### src/shared/svmon_regs.svh
`ifndef SVMON_REGS_SVH
`define SVMON_REGS_SVH
// Overview of operation
// - bits 7 and 6 of control read zero; writes to them are ignored.
// - bit 5 is read-only; set once internal reference has settled.
// - bit 4 powers the detector up when one, down when zero.
// - trip select code 1111 routes the external input pin to the comparator.
// - codes 0001 to 1110 pick internal levels; code 0000 is reserved.
// - control resets to stable and enable clear, trip select 0101.
// - any device reset returns all detector state to reset values.
// - low supply flag is never raised before the reference is stable.
// - stabilization timing comes from the analog reference, not a clock count.
// - clearing the flag while supply is still low leaves it set.
// - detector works in sleep; a trip sets the flag and wakes the device.
// - after wake, vector only if global interrupts are enabled.
// - the settling wait applies only if the shared reference was not running.
// - flag sets when the selected divided tap falls below the set point.

`define SVMON_ADDR_CTRL      12'h000
`define SVMON_ADDR_STATUS    12'h004
`define SVMON_ADDR_CLEAR     12'h008
`define SVMON_ADDR_IRQ_EN    12'h00c
`define SVMON_CTRL_STABLE    5
`define SVMON_CTRL_ENABLE    4
`define SVMON_CTRL_TRIP_MSB  3
`define SVMON_CTRL_RESET     8'h05
`define SVMON_TRIP_EXTERNAL  4'hf
`define SVMON_TRIP_RESERVED  4'h0
`define SVMON_EVT_LOW        0
`define SVMON_EVT_STABLE     1
`define SVMON_EVT_BAD_TRIP   2
`define SVMON_NUM_EVT        3
`endif

### src/shared/svmon_pkg.sv
package svmon_pkg;
  typedef enum logic [1:0] {
    SVMON_OFF,
    SVMON_SETTLE,
    SVMON_ACTIVE
  } svmon_state_type;
endpackage : svmon_pkg

### src/hw/svmon_sync.sv
module svmon_sync (
  input  wire logic clk,
  input  wire logic rstn,
  input  wire logic async_in,
  output logic      sync_out
);
  logic meta_ff;
  always_ff @(posedge clk or negedge rstn) begin
    if (!rstn) begin
      meta_ff  <= 1'b0;
      sync_out <= 1'b0;
    end else begin
      meta_ff  <= async_in;
      sync_out <= meta_ff;
    end
  end
endmodule : svmon_sync

### src/hw/svmon_ctrl.sv
// Chosen here: the APB slave port and the placing of the registers.
`include "svmon_regs.svh"
module svmon_ctrl
  import svmon_pkg::*;
(
  input  wire logic        clk,
  input  wire logic        rstn,
  input  wire logic        psel,
  input  wire logic        penable,
  input  wire logic        pwrite,
  input  wire logic [11:0] paddr,
  input  wire logic [31:0] pwdata,
  output logic      [31:0] prdata,
  output logic             pready,
  output logic             pslverr,
  input  wire logic        ref_running,
  input  wire logic        ref_settled,
  input  wire logic        comp_low,
  input  wire logic        sleep_mode,
  input  wire logic        global_irq_enable,
  output logic             detector_power_enable,
  output logic      [3:0]  trip_point_select,
  output logic             external_trip_input_sel,
  output logic             irq,
  output logic             wake_req,
  output logic             vector_take
);

  //////////////////////////////////////////////////////////////////////////////
  // bus decode
  wire       acc     = psel && penable;
  wire       wr_acc  = acc && pwrite;
  wire       hit_ctl = paddr == `SVMON_ADDR_CTRL;
  wire       hit_sts = paddr == `SVMON_ADDR_STATUS;
  wire       hit_clr = paddr == `SVMON_ADDR_CLEAR;
  wire       hit_ien = paddr == `SVMON_ADDR_IRQ_EN;
  wire       mapped  = hit_ctl || hit_sts || hit_clr || hit_ien;
  wire       wr_ctl  = wr_acc && hit_ctl;
  wire       wr_clr  = wr_acc && hit_clr;
  wire       wr_ien  = wr_acc && hit_ien;

  logic                        enable_ff;
  logic [3:0]                  trip_ff;
  logic                        stable_ff;
  logic [`SVMON_NUM_EVT-1:0]   status_ff;
  logic [`SVMON_NUM_EVT-1:0]   irq_en_ff;
  svmon_state_type             state_ff;
  svmon_state_type             nxt_state;
  logic                        low_sync;

  //////////////////////////////////////////////////////////////////////////////
  // control register
  always_ff @(posedge clk or negedge rstn) begin
    if (!rstn) begin
      enable_ff <= 1'b0;
      trip_ff   <= 4'(`SVMON_CTRL_RESET);
    end else if (wr_ctl) begin
      enable_ff <= pwdata[`SVMON_CTRL_ENABLE];
      trip_ff   <= pwdata[`SVMON_CTRL_TRIP_MSB:0];
    end
  end

  wire [7:0] ctrl_rd = {2'b00, stable_ff, enable_ff, trip_ff};

  //////////////////////////////////////////////////////////////////////////////
  // reference settling: waits on the analog ready, no cycle count
  wire ref_ok = ref_running || ref_settled;
  always_comb begin
    nxt_state = state_ff;
    unique case (state_ff)
      SVMON_OFF:    if (enable_ff) nxt_state = ref_ok ? SVMON_ACTIVE : SVMON_SETTLE;
      SVMON_SETTLE: if (!enable_ff) nxt_state = SVMON_OFF;
                    else if (ref_ok) nxt_state = SVMON_ACTIVE;
      SVMON_ACTIVE: if (!enable_ff) nxt_state = SVMON_OFF;
    endcase
  end

  always_ff @(posedge clk or negedge rstn) begin
    if (!rstn) begin
      state_ff  <= SVMON_OFF;
      stable_ff <= 1'b0;
    end else begin
      state_ff  <= nxt_state;
      stable_ff <= nxt_state == SVMON_ACTIVE;
    end
  end

  //////////////////////////////////////////////////////////////////////////////
  // comparator path
  svmon_sync u_sync (
    .clk      (clk),
    .rstn     (rstn),
    .async_in (comp_low),
    .sync_out (low_sync)
  );

  wire low_evt    = low_sync && stable_ff && enable_ff;
  wire stable_evt = (nxt_state == SVMON_ACTIVE) && !stable_ff;
  wire bad_evt    = wr_ctl && (pwdata[`SVMON_CTRL_TRIP_MSB:0] == `SVMON_TRIP_RESERVED);
  wire [`SVMON_NUM_EVT-1:0] evt = {bad_evt, stable_evt, low_evt};
  wire [`SVMON_NUM_EVT-1:0] clr = wr_clr ? pwdata[`SVMON_NUM_EVT-1:0] : '0;

  always_ff @(posedge clk or negedge rstn) begin
    if (!rstn) begin
      status_ff <= '0;
      irq_en_ff <= '0;
    end else begin
      status_ff <= (status_ff & ~clr) | evt;
      if (wr_ien) irq_en_ff <= pwdata[`SVMON_NUM_EVT-1:0];
    end
  end

  //////////////////////////////////////////////////////////////////////////////
  // outputs
  wire        pend    = |(status_ff & irq_en_ff);
  wire        low_pend = status_ff[`SVMON_EVT_LOW] && irq_en_ff[`SVMON_EVT_LOW];
  wire [31:0] rd_mux  = hit_ctl ? {24'h0, ctrl_rd} :
                        hit_sts ? {29'h0, status_ff} :
                        hit_ien ? {29'h0, irq_en_ff} : 32'h0;

  always_ff @(posedge clk or negedge rstn) begin
    if (!rstn) begin
      prdata                  <= 32'h0;
      pready                  <= 1'b0;
      pslverr                 <= 1'b0;
      detector_power_enable   <= 1'b0;
      trip_point_select       <= 4'(`SVMON_CTRL_RESET);
      external_trip_input_sel <= 1'b0;
      irq                     <= 1'b0;
      wake_req                <= 1'b0;
      vector_take             <= 1'b0;
    end else begin
      pready                  <= psel && !penable;
      pslverr                 <= psel && !penable && !mapped;
      prdata                  <= (psel && !penable && !pwrite) ? rd_mux : 32'h0;
      detector_power_enable   <= enable_ff;
      trip_point_select       <= trip_ff;
      external_trip_input_sel <= trip_ff == `SVMON_TRIP_EXTERNAL;
      irq                     <= pend;
      wake_req                <= sleep_mode && status_ff[`SVMON_EVT_LOW];
      vector_take             <= sleep_mode && low_pend && global_irq_enable;
    end
  end
endmodule : svmon_ctrl

### config.mk
export PLATFORM = sky130hd
export DESIGN_NAME = svmon_ctrl
export DESIGN_NICKNAME = d
export VERILOG_FILES = /design/src/shared/svmon_pkg.sv /design/src/hw/svmon_sync.sv /design/src/hw/svmon_ctrl.sv
export VERILOG_INCLUDE_DIRS = /design/src /design/src/shared
export SDC_FILE = /design/constraint.sdc
export NUM_CORES = 1
export LEC_CHECK = 0
export BUFFER_PORTS_ARGS = -buffer_cell sky130_fd_sc_hd__buf_4
export CAP_MARGIN = 10
export CORE_MARGIN = 4
export CORE_UTILIZATION = 42
export DETAILED_ROUTE_END_ITERATION = 7
export GPL_ROUTABILITY_DRIVEN = 0
export MAX_ROUTING_LAYER = met4
export PLACE_DENSITY = 0.79
export REMOVE_ABC_BUFFERS = 1
export SETUP_SLACK_MARGIN = 0.4
export SYNTH_ARGS = -nofsm -noshare
export SYNTH_HDL_FRONTEND = slang
export SYNTH_SLANG_ARGS = --single-unit
### constraint.sdc
create_clock -name clk -period 1.7 [get_ports clk]
set_input_delay 0.34 -clock clk [delete_from_list [all_inputs] [get_ports clk]]
set_output_delay 0.34 -clock clk [all_outputs]
set_load 0.01 [all_outputs]
# Yosys cells after proc, flatten, opt, wreduce, memory -nomap -nowiden
# Index checks and enable logic that the tools add are counted.
dict set report totals {
  latchBits 0
  in_bits 54
  ramBits 0
  mem_bits_ro 0
  mem_count 0
  regBits 33
}
dict set report classes {
  n_lt_le_gt_ge 0
  mux 11
  reduce_logical 28
  bitwise 4
  eq_ne 7
  n_shift 0
  n_addsub 0
  div 0
  multipliers 0
}
# op n
set op_table {}
lappend op_table {{== test 12 x 4 -> 1 bit, second input constant} 2}
lappend op_table {{logical AND 1 bit} 16}
lappend op_table {{== test 12 x 3 -> 1 bit, second input constant} 1}
lappend op_table {{logical NOT 12 bit} 1}
lappend op_table {{two-way mux 6 bit} 2}
lappend op_table {{two-way mux 2 bit} 5}
lappend op_table {{two-way mux 3 bit} 3}
lappend op_table {{bitwise AND 3 bit} 2}
lappend op_table {{one-hot mux 2 bit (3 select lines)} 1}
lappend op_table {{== test 2 bit, second input constant} 2}
lappend op_table {{== test 4 bit, second input constant} 1}
lappend op_table {{logical NOT 1 bit} 4}
lappend op_table {{logical NOT 4 bit} 1}
lappend op_table {{logical OR 1 bit} 4}
lappend op_table {{NOT 3 bit} 1}
lappend op_table {{bitwise OR 3 bit} 1}
lappend op_table {{OR reduction 3 bit} 1}
lappend op_table {{== test 2 x 1 -> 1 bit, second input constant} 1}
lappend op_table {{logical NOT 2 bit} 1}

# Logic depth before layout (Yosys ltp)
# Gate-level depths: netlist of the first run.
dict set report logic_depth {
  word_depth 7
  depth_mapped 6
  depth_no_buf 6
}

# By module
# A second synthesis of the first run with hierarchy kept.
dict set report hier_totals {
  hier_cells 132
  area_unflattened_um2 1569.0
}
# module instances area_each_um2 cells_per_inst seq_area_each_um2
set by_module_without_submodules {}
lappend by_module_without_submodules {svmon_ctrl 1 1519.0 130 780.7}
lappend by_module_without_submodules {svmon_sync 1 50.0 2 50.0}

# Worst setup path before layout of the first run
# Ideal clock, no wire load.
dict set report synth_timing {
  path_kind {register -> register}
  from {reg state_ff[0]}
  to {reg status_ff[1]}
  path_buffers 0
  period_less_slack_ps 1513
  slack_ps 187
  arrival_time_ps 1417
  path_stages_with_launch 7
  cell_sequence {dfrtp_1 > inv_1 > ha_1 > inv_1 > a22o_1 > a32o_1 > o31ai_1}
}
dict set report synth_via {
  elab_chain_len 6
}
# element line
set synth_rtl {}
lappend synth_rtl {{from (decl)} svmon_ctrl.sv:47} ;# svmon_state_type state_ff;
lappend synth_rtl {{from (signal assigned)} svmon_ctrl.sv:83} ;# state_ff <= nxt_state;
lappend synth_rtl {{two-way mux 2 bit} svmon_ctrl.sv:73} ;# else if (ref_ok) nxt_state = SVMON_ACTIVE;
lappend synth_rtl {{two-way mux 2 bit} svmon_ctrl.sv:72} ;# SVMON_SETTLE: if (!enable_ff) nxt_state = SVMON_OFF;
lappend synth_rtl {{one-hot mux 2 bit (3 select lines) *} svmon_ctrl.sv:70} ;# unique case (state_ff)
lappend synth_rtl {{named net nxt_state[0]} svmon_ctrl.sv:48} ;# svmon_state_type nxt_state;
lappend synth_rtl {{== test 2 bit *} svmon_ctrl.sv:98} ;# wire stable_evt = (nxt_state == SVMON_ACTIVE) && !stable_ff;
lappend synth_rtl {{logical AND 1 bit *} svmon_ctrl.sv:98}
lappend synth_rtl {{bitwise OR 3 bit *} svmon_ctrl.sv:108} ;# status_ff <= (status_ff & ~clr) | evt;
lappend synth_rtl {{to (signal assigned)} svmon_ctrl.sv:108}
lappend synth_rtl {{to (decl)} svmon_ctrl.sv:45} ;# logic [`SVMON_NUM_EVT-1:0] status_ff;
# The timed path passes the listed nets; every way through them passes the cells marked *.
# A chain may end at the register's enable or synchronous reset.

# Worst setup path in the final report of the first run
dict set report layout_timing {
  from {reg state_ff[1]}
  to {reg stable_ff}
}
# element line
set layout_lines {}
lappend layout_lines {{== test 2 bit, or another cell as far along} svmon_ctrl.sv:70}
lappend layout_lines {{one-hot mux 2 bit (3 select lines) *} svmon_ctrl.sv:70}
lappend layout_lines {{named net nxt_state[0]} svmon_ctrl.sv:48}
lappend layout_lines {{== test 2 bit *} svmon_ctrl.sv:84} ;# stable_ff <= nxt_state == SVMON_ACTIVE;
lappend layout_lines {{to (signal assigned)} svmon_ctrl.sv:81} ;# stable_ff <= 1'b0;
lappend layout_lines {{to (signal assigned)} svmon_ctrl.sv:84}
lappend layout_lines {{to (decl)} svmon_ctrl.sv:44} ;# logic stable_ff;
# Marked as above.

==> metrics.md, run 1 <==
| Metric | Value |
|---|---|
| Peak Freq | `0.673 GHz` |
| Initial DRC count | `59` |
| Post-synthesis sequential area ratio | `0.530` |
| Vias | `1097` |
| Status | `finished, final reports clean` |
| Port-buffer cells | `43` |
| Area contributors post-synth | `dfrtp_1 (46%), buf_4 (12%), dfstp_2 (6.7%)` |
| Skew-Pair Late Insertion Delay | `0.28 ns` |
| Vias in the first global route | `1144` |
| All-Layer GR Usage | `0.148` |
| Setup violations, final | `0` |
| Synth-to-Final Area Change | `40.4%` |
| Worst Hold Class | `primary input to flip-flop` |
| Share of layout cells above drive strength 1 | `0.513` |
| CTS tree | `built` |
| VDD IR-drop max | `0.705 mV` |
| Yosys cell types | `36` |
| Pins Over Slew Limit | `0` |
| Total power | `1.87 mW` |
| Cell Rows | `21` |
| Grt ovf | `0` |
| Vias per cell | `4.59` |
| Synth Register Bits | `33` |
| Mapped Cells | `132` |
| Power Density | `849 nW/um2` |
| Clock Pin Slew Worst Setup and Hold Paths | `0.06 ns` |
| Critical Path AT | `1.71 ns` |
| DRC viols | `0` |
| CP Class | `flip-flop to flip-flop` |
| Yosys warnings | `0` |
| Worst Setup End Kind | `flip-flop` |
| Htree depth | `2` |
| Final WL | `3.47 mm` |
| Antenna violations before repair | `0` |
| Required time of the critical path | `1.92 ns` |
| Leading area contributor after synthesis | `dfrtp_1` |
| Max Fanout on Critical Path | `2` |
| IO Count | `97` |
| Yosys top cell area share | `0.463` |
| Largest net degree at the start of global routing | `34` |
| Die X | `69.1 um` |
| Layout Nets | `248` |
| Num CTS Buffers | `5` |
| Hold-critical path depth | `1` |
| Lkg Pwr | `1.13 nW` |
| Die area | `4780 um2` |
| Final hold viol count | `0` |
| Die H | `69.1 um` |
| Reg2Reg Depth | `6` |
| Longest Clk Path Bufs | `2` |
| Final worst path period need | `1.49 ns` |
| Root buf cell | `clkbuf_8` |
| DP Wirelength | `2.39 mm` |
| Clk_skew | `0.00398 ns` |
| Flop-to-flop setup slack | `0.21 ns` |
| CORE AREA | `3470 um2` |
| Avg Cell Area, Syn | `11.9 um2` |
| Global-route wire length before repair | `5.44 mm` |
| Antenna-violating nets left | `0` |
| WL per Instance | `14.5 um` |
| # clock sinks | `33` |
| Synthesized area | `1570 um2` |
| First drt pass iteration count | `4` |
| Starting Density | `0.452` |
| Max Cap Viol | `0` |
| Fin crit share | `0.874` |
| RSZ-0062 raised after global routing | `true` |
| Min Hold Slack | `0.161 ns` |
| Antenna Cells | `0` |
| CP Launch Type | `flip-flop` |
[placed cells by master (no fill, tap or decap), drive strengths merged, types with 2 or more instances in the layout]
cell type  netlist  layout
nor2            11      11
bufinv           0       2
nand2            4       4
a22oi            3       3
and3             5       5
mux2            10      10
dfstp            4       4
nor3             3       3
buf             28      55
conb             1      26
nor4             3       3
dfrtp           29      29
clkbuf           0       5
ha               2       2
o41ai            2       2
o21ai            2       2
nand3            3       3
inv              8       8
[worst paths after layout]
| path | startpoint | end |
|---|---|---|
| max | state_ff[1] | stable_ff |
| min | comp_low | u_sync.meta_ff |
| max reg2reg | state_ff[1] | stable_ff |
| min reg2reg | u_sync.meta_ff | u_sync.sync_out |
| max in group asynchronous | rstn | trip_ff[0] |
| min in group asynchronous | rstn | trip_ff[3] |
[worst max-delay path, cell delays in order, from the launching register on]
cell and delay (ns):
dfrtp_1 0.42, ha_4 0.29, inv_2 0.03, a22o_1 0.20, a32o_2 0.28, buf_4 0.14
nor2_2 0.06
[area by class of cell]
type,count,area (um2)
Multi-Input combinational cell,88,708
Sequential cell,33,831
Clock buffer,5,68.8
Clock inverter,3,65.1
Fill cell,278,1270
Tap cell,46,57.6
Timing Repair Buffer,56,442
Inverter,8,30.0
[flip-flops by register name, summed over array words and instances, names as in the netlist]
register and cells:
pslverr 1, irq_en_ff 3, external_trip_input_sel 1, wake_req 1, detector_power_enable 1, u_sync.sync_out 1
trip_point_select 4, pready 1, trip_ff 4, vector_take 1, u_sync.meta_ff 1, status_ff 3
irq 1, state_ff 2, stable_ff 1, enable_ff 1, prdata 6
[stage by stage]
stage	util	cells	worst slack (ns)	cell area [um2]	setup TNS, ns
after global routing	0.635	239	0.145	2200	0
after floorplan	-	129	0.187	1450	0
final	0.635	239	0.214	2200	0
after CTS	0.604	235	0.152	2090	0
after detailed placement	0.528	218	-0.00935	1830	-0.0132
after global placement	0.528	218	0.00771	1830	0
[power breakdown]
part	total, mW	internal (mW)	leakage [nW]	switching (mW)
Combinational	0.189	0.0825	0.628	0.107
Clock	0.869	0.582	0.0681	0.287
Sequential	0.812	0.801	0.431	0.0104
[per-layer routing]
layer  vias up  part of all wire  track usage
met3         6             0.059       0.0552
met1       528              0.35        0.147
li1        523                 -            -
met4         0             0.018       0.0542
met2        40              0.57        0.263
met5         -                 0            -
[synth_stat cells]
master     count
a22oi_1        3
nand2b_1       1
o32ai_1        1
inv_1          8
dfstp_2        4
o41ai_1        2
a222oi_1       1
a31oi_1        1
and3_1         5
and4_1         1
nand3_1        2
ha_1           2
buf_2          1
o31ai_1        1
nor2_1        10
nor4_4         2
conb_1         1
buf_6          1
nor2_2         1
and2_1         1
a2bb2oi_1      1
nand2_1        4
dfrtp_1       29
nor4_2         1
o21ai_0        2
or4_1          1
nor3_1         3
nand4_2        1
buf_4         26
mux2_2         8
or3_4          1
a22o_1         1
a21oi_1        1
a32o_1         1
nand3_4        1
mux2_1         2
[cells by family (layout without fill, tap and decap cells)]
kind of cell,Yosys count,in the layout,share of synthesized area
compound gates,15,15,0.0734
fa+ha+maj,2,2,0.0159
buf+inv,36,72,0.154
flops,33,33,0.530
mux,10,10,0.0718
other cells,1,26,0.00239
simple gates,35,35,0.153
[what timing repair did]
| action | 4_1_cts | 5_1_grt |
|---|---|---|
| setup buffers | 8 | 4 |
| pin swaps | 9 | 6 |
| hold buffers | 1 | 0 |
| resized for setup | 13 | 16 |
| endpoints found under the hold margin | 29 | 0 |
| setup endpoints to repair | 10 | 15 |
Note: power is estimated with default switching activity, not from simulation.
==> run 2, diff against run 1 <==
Settings changed: GPL_ROUTABILITY_DRIVEN 0 to not set, SETUP_SLACK_MARGIN 0.4 to not set.
==> run 2 against run 1 <==
  * Routed wire length down 13%
  * Worst setup slack worse by 0.091 ns
  * Die area unchanged
  * Sequential share of layout area up 3.8 points
  * Register-to-register slack worse by 0.09 ns
  * Flip-flop and latch count unchanged
  * Highest routed layer unchanged
  * Core utilization down 5.8 points
  * Global-route usage down 1.2 points
==> metrics.md, run 2 (synthesis results as in run 1) <==
| Metric | Value |
|---|---|
| Share of layout cells above drive strength 1 | `0.401` |
| Die H | `69.1 um` |
| Max Cap Viol | `0` |
| CP Class | `flip-flop to flip-flop` |
| CORE AREA | `3470 um2` |
| Setup violations, final | `0` |
| Peak Freq | `0.634 GHz` |
| Die area | `4780 um2` |
| Layout Nets | `237` |
| Clock Pin Slew Worst Setup and Hold Paths | `0.07 ns` |
| Reg2Reg Depth | `6` |
| Gate power share | `0.089` |
| Final WL | `3.01 mm` |
| Hold-critical path depth | `1` |
| Net Sw Frac | `0.210` |
| Power Density | `920 nW/um2` |
| DRC viols | `0` |
| Filler Cells Inserted | `302` |
| RSZ-0062 raised after global routing | `false` |
| CP Launch Type | `flip-flop` |
| Fin worst setup slack | `0.123 ns` |
| Global-route wire length before repair | `4.99 mm` |
| Port-buffer cells | `43` |
| DP Area | `1830 um2` |
| CTS tree | `built` |
| Clk_skew | `0.00257 ns` |
| Met1 Usage GRT | `0.132` |
| GR peak layer | `met2` |
| GRT met3 Usage | `0.0596` |
| Longest Clk Path Bufs | `2` |
| Switching power | `0.387 mW` |
| Vias in the first global route | `1091` |
| Hold Startpoint | `comp_low` |
| Finished layout cell area | `2000 um2` |
| Final Instance Count excl. Fillers | `228` |
| Htree depth | `2` |
| Antenna violations before repair | `0` |
| Starting Density | `0.452` |
| Max reg flops | `6` |
| Cell Rows | `21` |
| Antenna-violating nets left | `0` |
| First drt pass iteration count | `4` |
| Setup TNS Final | `0 ns` |
| Power share of the clock group | `0.471` |
| Final worst path period need | `1.58 ns` |
| Root buf cell | `clkbuf_8` |
| Fin crit share | `0.928` |
| Grt ovf | `0` |
| Post-Place Setup Slack | `-0.00935 ns` |
| IO Count | `97` |
| Vias | `1043` |
| Sequential Power Share | `0.440` |
| All-Layer GR Usage | `0.136` |
| Lkg Pwr | `1.03 nW` |
| Min Hold Slack | `0.161 ns` |
| FF-to-FF Start | `state_ff[0]` |
| Routability cong. | `0.754` |
| Required time of the critical path | `1.90 ns` |
| Worst Setup End Kind | `flip-flop` |
| Worst Hold Class | `primary input to flip-flop` |
| DP Wirelength | `2.39 mm` |
| Multi-input combinational cell area | `608 um2` |
| Cell-internal power | `1.45 mW` |
| Grt met2 use | `0.242` |
| Most flops, register | `prdata` |
| Num CTS Buffers | `5` |
| Max Fanout on Critical Path | `4` |
| Register Area | `831 um2` |
| Skew-Pair Late Insertion Delay | `0.28 ns` |
| Hold Path End | `u_sync.meta_ff` |
| # clock sinks | `33` |
| Status | `finished, final reports clean` |
| Die X | `69.1 um` |
| Largest net degree at the start of global routing | `34` |
| Flop-to-flop setup slack | `0.12 ns` |
| Final hold viol count | `0` |
| Commonest non-fill, non-tap cell in the layout | `buf_4` |
| VDD IR-drop max | `0.706 mV` |
| WL per Instance | `13.2 um` |
| FF-to-FF End | `status_ff[1]` |
| Placed instance count | `218` |
| Vias per cell | `4.57` |
| Biggest regs | `prdata x6, trip_ff x4, trip_point_select x4` |
| Most frequent cells in the layout | `buf_4 (44), dfrtp_1 (29), conb_1 (26)` |
| Critical Path AT | `1.77 ns` |
| Antenna Cells | `0` |
| Pins Over Slew Limit | `0` |
| Synth-to-Final Area Change | `27.5%` |
| Initial DRC count | `57` |
-- run 2: changes by cell type in the layout (fill, tap and decap cells not counted), sizes merged --
cell | previous run | this run
buf | 55 | 44
-- run 2: repair_timing --
action                                 in CTS  in global routing
setup endpoints to repair                   0                  1
endpoints found under the hold margin      29                  0
setup buffers                               0                  1
resized for setup                           0                  2
hold buffers                                1                  0
-- run 2: through the flow --
| stage | utilization | power [mW] |
|---|---|---|
| global route | 0.577 | 1.91 |
| global placement | 0.528 | 0.975 |
| finish | 0.577 | 1.84 |
| floorplan | - | 0.889 |
| CTS | 0.570 | 1.85 |
| detailed placement | 0.528 | 0.981 |
-- run 2: worst max-delay path by stage --
stage | from | end | slack, ns
6_report | state_ff[0] | status_ff[1] | 0.12
5_1_grt | state_ff[0] | status_ff[1] | 0.03
4_1_cts | state_ff[0] | status_ff[1] | 0.03
3_5_place_dp | paddr[1] | irq_en_ff[0] | -0.009
3_3_place_gp | paddr[7] | irq_en_ff[2] | 0.008
2_1_floorplan | state_ff[0] | status_ff[1] | 0.19
-- run 2: area by class of cell --
| class | count | area share |
|---|---|---|
| Clock buffer | 5 | 0.0344 |
| Inverter | 8 | 0.0150 |
| Sequential cell | 33 | 0.415 |
| Timing Repair Buffer | 45 | 0.170 |
| Clock inverter | 3 | 0.0325 |
| Tap cell | 46 | 0.0288 |
| Multi-Input combinational cell | 88 | 0.304 |
-- run 2: metal layers --
metal,share of wire,wire length (um)
met5,0,0
met4,0.013,40
met3,0.063,190
met2,0.56,1680
met1,0.36,1100
-- run 2: worst max-delay path, cell delays in order, from the launching register on --
cell     delay (ns)
dfrtp_1        0.38
inv_1          0.08
ha_4           0.28
inv_1          0.05
a22o_1         0.23
a32o_1         0.30
o31ai_2        0.18
-- run 2: power groups by stage --
stage               clock network [mW]  registers (mW)  logic, mW
finish                           0.867           0.811      0.164
global route                     0.915           0.812      0.181
CTS                              0.883           0.810      0.159
detailed placement                   0           0.825      0.157
global placement                     0           0.823      0.152
floorplan                            0           0.824     0.0642
==> run 3, diff against run 2 <==
Settings changed: RECOVER_POWER set to 100.
==> run 3 against run 2 <==
  * Final cell count stayed put
  * Die area stayed put
  * Core utilization is 2.8 points lower
  * Global-route usage stayed put
  * Clock skew hardly changed
  * Critical path type unchanged
  * Largest cell class unchanged
==> metrics.md, run 3 (synthesis results as in run 1) <==
| Metric | Value |
|---|---|
| Status | `finished, final reports clean` |
| DRC viols | `0` |
| Longest Clk Path Bufs | `2` |
| Worst Setup End Kind | `flip-flop` |
| Die H | `69.1 um` |
| Antenna violations before repair | `0` |
| RSZ-0062 raised after global routing | `false` |
| Sequential Power Share | `0.442` |
| Most used cell, CP | `inv_1` |
| Pins Over Slew Limit | `0` |
| Final Instance Count excl. Fillers | `228` |
| Vias per cell | `4.63` |
| CORE AREA | `3470 um2` |
| Routed wl met3 | `179 um` |
| Max-slew headroom | `0.492` |
| Buffers & Inverters on Critical Path | `2` |
| CTS tree | `built` |
| Critical path's slowest cell | `dfrtp_1` |
| Worst path top cell family by delay | `compound AO/OA/AOI/OAI gates` |
| Share of layout cells above drive strength 1 | `0.269` |
| Critical Path AT | `1.78 ns` |
| WL per Instance | `13.3 um` |
| Largest net degree at the start of global routing | `34` |
| Max Fanout on Critical Path | `4` |
| Most frequent cells in the layout | `dfrtp_1 (29), conb_1 (26), buf_4 (22)` |
| Net Sw Frac | `0.210` |
| Vias | `1056` |
| Fin crit share | `0.929` |
| DRT met1 WL | `1.15 mm` |
| Clk_skew | `0.00246 ns` |
| Worst path cell trace | `inv_1, ha_4, inv_1, a22o_1, a32o_1, o31ai_2` |
| Finished layout cell area | `1900 um2` |
| Vias in the first global route | `1091` |
| VDD IR-drop max | `0.706 mV` |
| Reg2Reg Depth | `6` |
| Final hold viol count | `0` |
| Met2 wire len | `1.66 mm` |
| CP Class | `flip-flop to flip-flop` |
| DP Area | `1830 um2` |
| Most flops, register | `prdata` |
| FF-to-FF Start | `state_ff[0]` |
| Worst Hold Class | `primary input to flip-flop` |
| FF-to-FF End | `status_ff[1]` |
| Final design utilization | `0.549` |
| DP Wirelength | `2.39 mm` |
| Placed instance count | `218` |
| Root buf cell | `clkbuf_8` |
| Initial DRC count | `78` |
| Switching power | `0.386 mW` |
| CP Launch Type | `flip-flop` |
| IO Count | `97` |
| First drt pass iteration count | `4` |
| Final WL | `3.03 mm` |
| Actual slew at the worst max-slew pin | `0.762 ns` |
| Required time of the critical path | `1.90 ns` |
| Power share of the clock group | `0.473` |
| All-Layer GR Usage | `0.136` |
| CP Depth | `6` |
| Synth-to-Final Area Change | `21.4%` |
| Layout Nets | `237` |
| Antenna-violating nets left | `0` |
| Final worst path period need | `1.58 ns` |
| Die X | `69.1 um` |
| # clock sinks | `33` |
| Num CTS Buffers | `5` |
| Max reg flops | `6` |
| Starting Density | `0.452` |
| Lkg Pwr | `0.947 nW` |
| Htree depth | `2` |
| Crit path to | `status_ff[1]` |
| Routability cong. | `0.754` |
| Commonest non-fill, non-tap cell in the layout | `dfrtp_1` |
| Flop-to-flop setup slack | `0.12 ns` |
| Crit path largest cell delay | `0.38 ns` |
| Setup violations, final | `0` |
| Peak Freq | `0.633 GHz` |
| Power Density | `963 nW/um2` |
| Port-buffer cells | `43` |
| Antenna Cells | `0` |
| Skew-Pair Late Insertion Delay | `0.28 ns` |
| Critical path launch point | `state_ff[0]` |
| Clock Pin Slew Worst Setup and Hold Paths | `0.07 ns` |
| Top Metal Used | `met4` |
| Gate power share | `0.085` |
| Die area | `4780 um2` |
| Global-route wire length before repair | `4.99 mm` |
| Cell Rows | `21` |
| Biggest regs | `prdata x6, trip_ff x4, trip_point_select x4` |
| Grt ovf | `0` |
| Max Cap Viol | `0` |
| Total power | `1.83 mW` |
| Cell-internal power | `1.45 mW` |
## run 3: changes by cell type in the layout (fill, tap and decap cells not counted), moves of 2 or more
| cell | before | now |
|---|---|---|
| buf_4 | 44 | 22 |
| clkbuf_1 | 0 | 18 |
| clkbuf_4 | 0 | 3 |
| dfstp_1 | 0 | 2 |
| dfstp_2 | 4 | 2 |
## run 3: worst reg2reg max path, cell delays in order (launching register included)
cell and delay (ns):
dfrtp_1 0.38, inv_1 0.08, ha_4 0.28, inv_1 0.05
a22o_1 0.23, a32o_1 0.30, o31ai_2 0.18
## run 3: power groups by stage
stage / Combinational (mW) / Sequential, mW / Clock (mW)
floorplan: 0.0642 / 0.824 / 0
global placement: 0.152 / 0.823 / 0
detailed placement: 0.157 / 0.825 / 0
CTS: 0.159 / 0.810 / 0.883
global route: 0.173 / 0.811 / 0.915
finish: 0.157 / 0.811 / 0.867
## run 3: layer usage
layer,up-vias,GRT usage
met3,5,0.0596
met2,37,0.242
li1,504,-
met4,0,0.0434
met1,510,0.132
met5,-,-
## run 3: area by class of cell
cell class / instances / area [um2]
Multi-Input combinational cell: 88 / 582
Tap cell: 46 / 57.6
Fill cell: 320 / 1560
Timing Repair Buffer: 45 / 270
Inverter: 8 / 30.0
Clock buffer: 5 / 68.8
Sequential cell: 33 / 831
Clock inverter: 3 / 65.1
## run 3: how the worst min path moves through the flow
stage	startpoint	end	cells past startpoint
6_report	comp_low	u_sync.meta_ff	1
5_1_grt	comp_low	u_sync.meta_ff	1
4_1_cts	comp_low	u_sync.meta_ff	1
3_5_place_dp	rstn	trip_ff[3]	1
3_3_place_gp	rstn	external_trip_input_sel	1
2_1_floorplan	rstn	detector_power_enable	0
## run 3: timing repair
| action | in CTS | in global routing |
|---|---|---|
| setup buffers | 0 | 1 |
| endpoints found under the setup margin | 0 | 1 |
| endpoints found under the hold margin | 29 | 0 |
| gates resized for setup | 0 | 2 |
| hold buffers | 1 | 0 |
## run 3: through the flow
stage                     hold WS, ns  TNS (ns)  worst slack [ns]
after floorplan                0.0444         0             0.187
after detailed placement        0.299   -0.0132          -0.00935
final                           0.182         0             0.121
after global placement          0.292         0           0.00771
after CTS                       0.152         0            0.0327
after global routing            0.169         0            0.0288
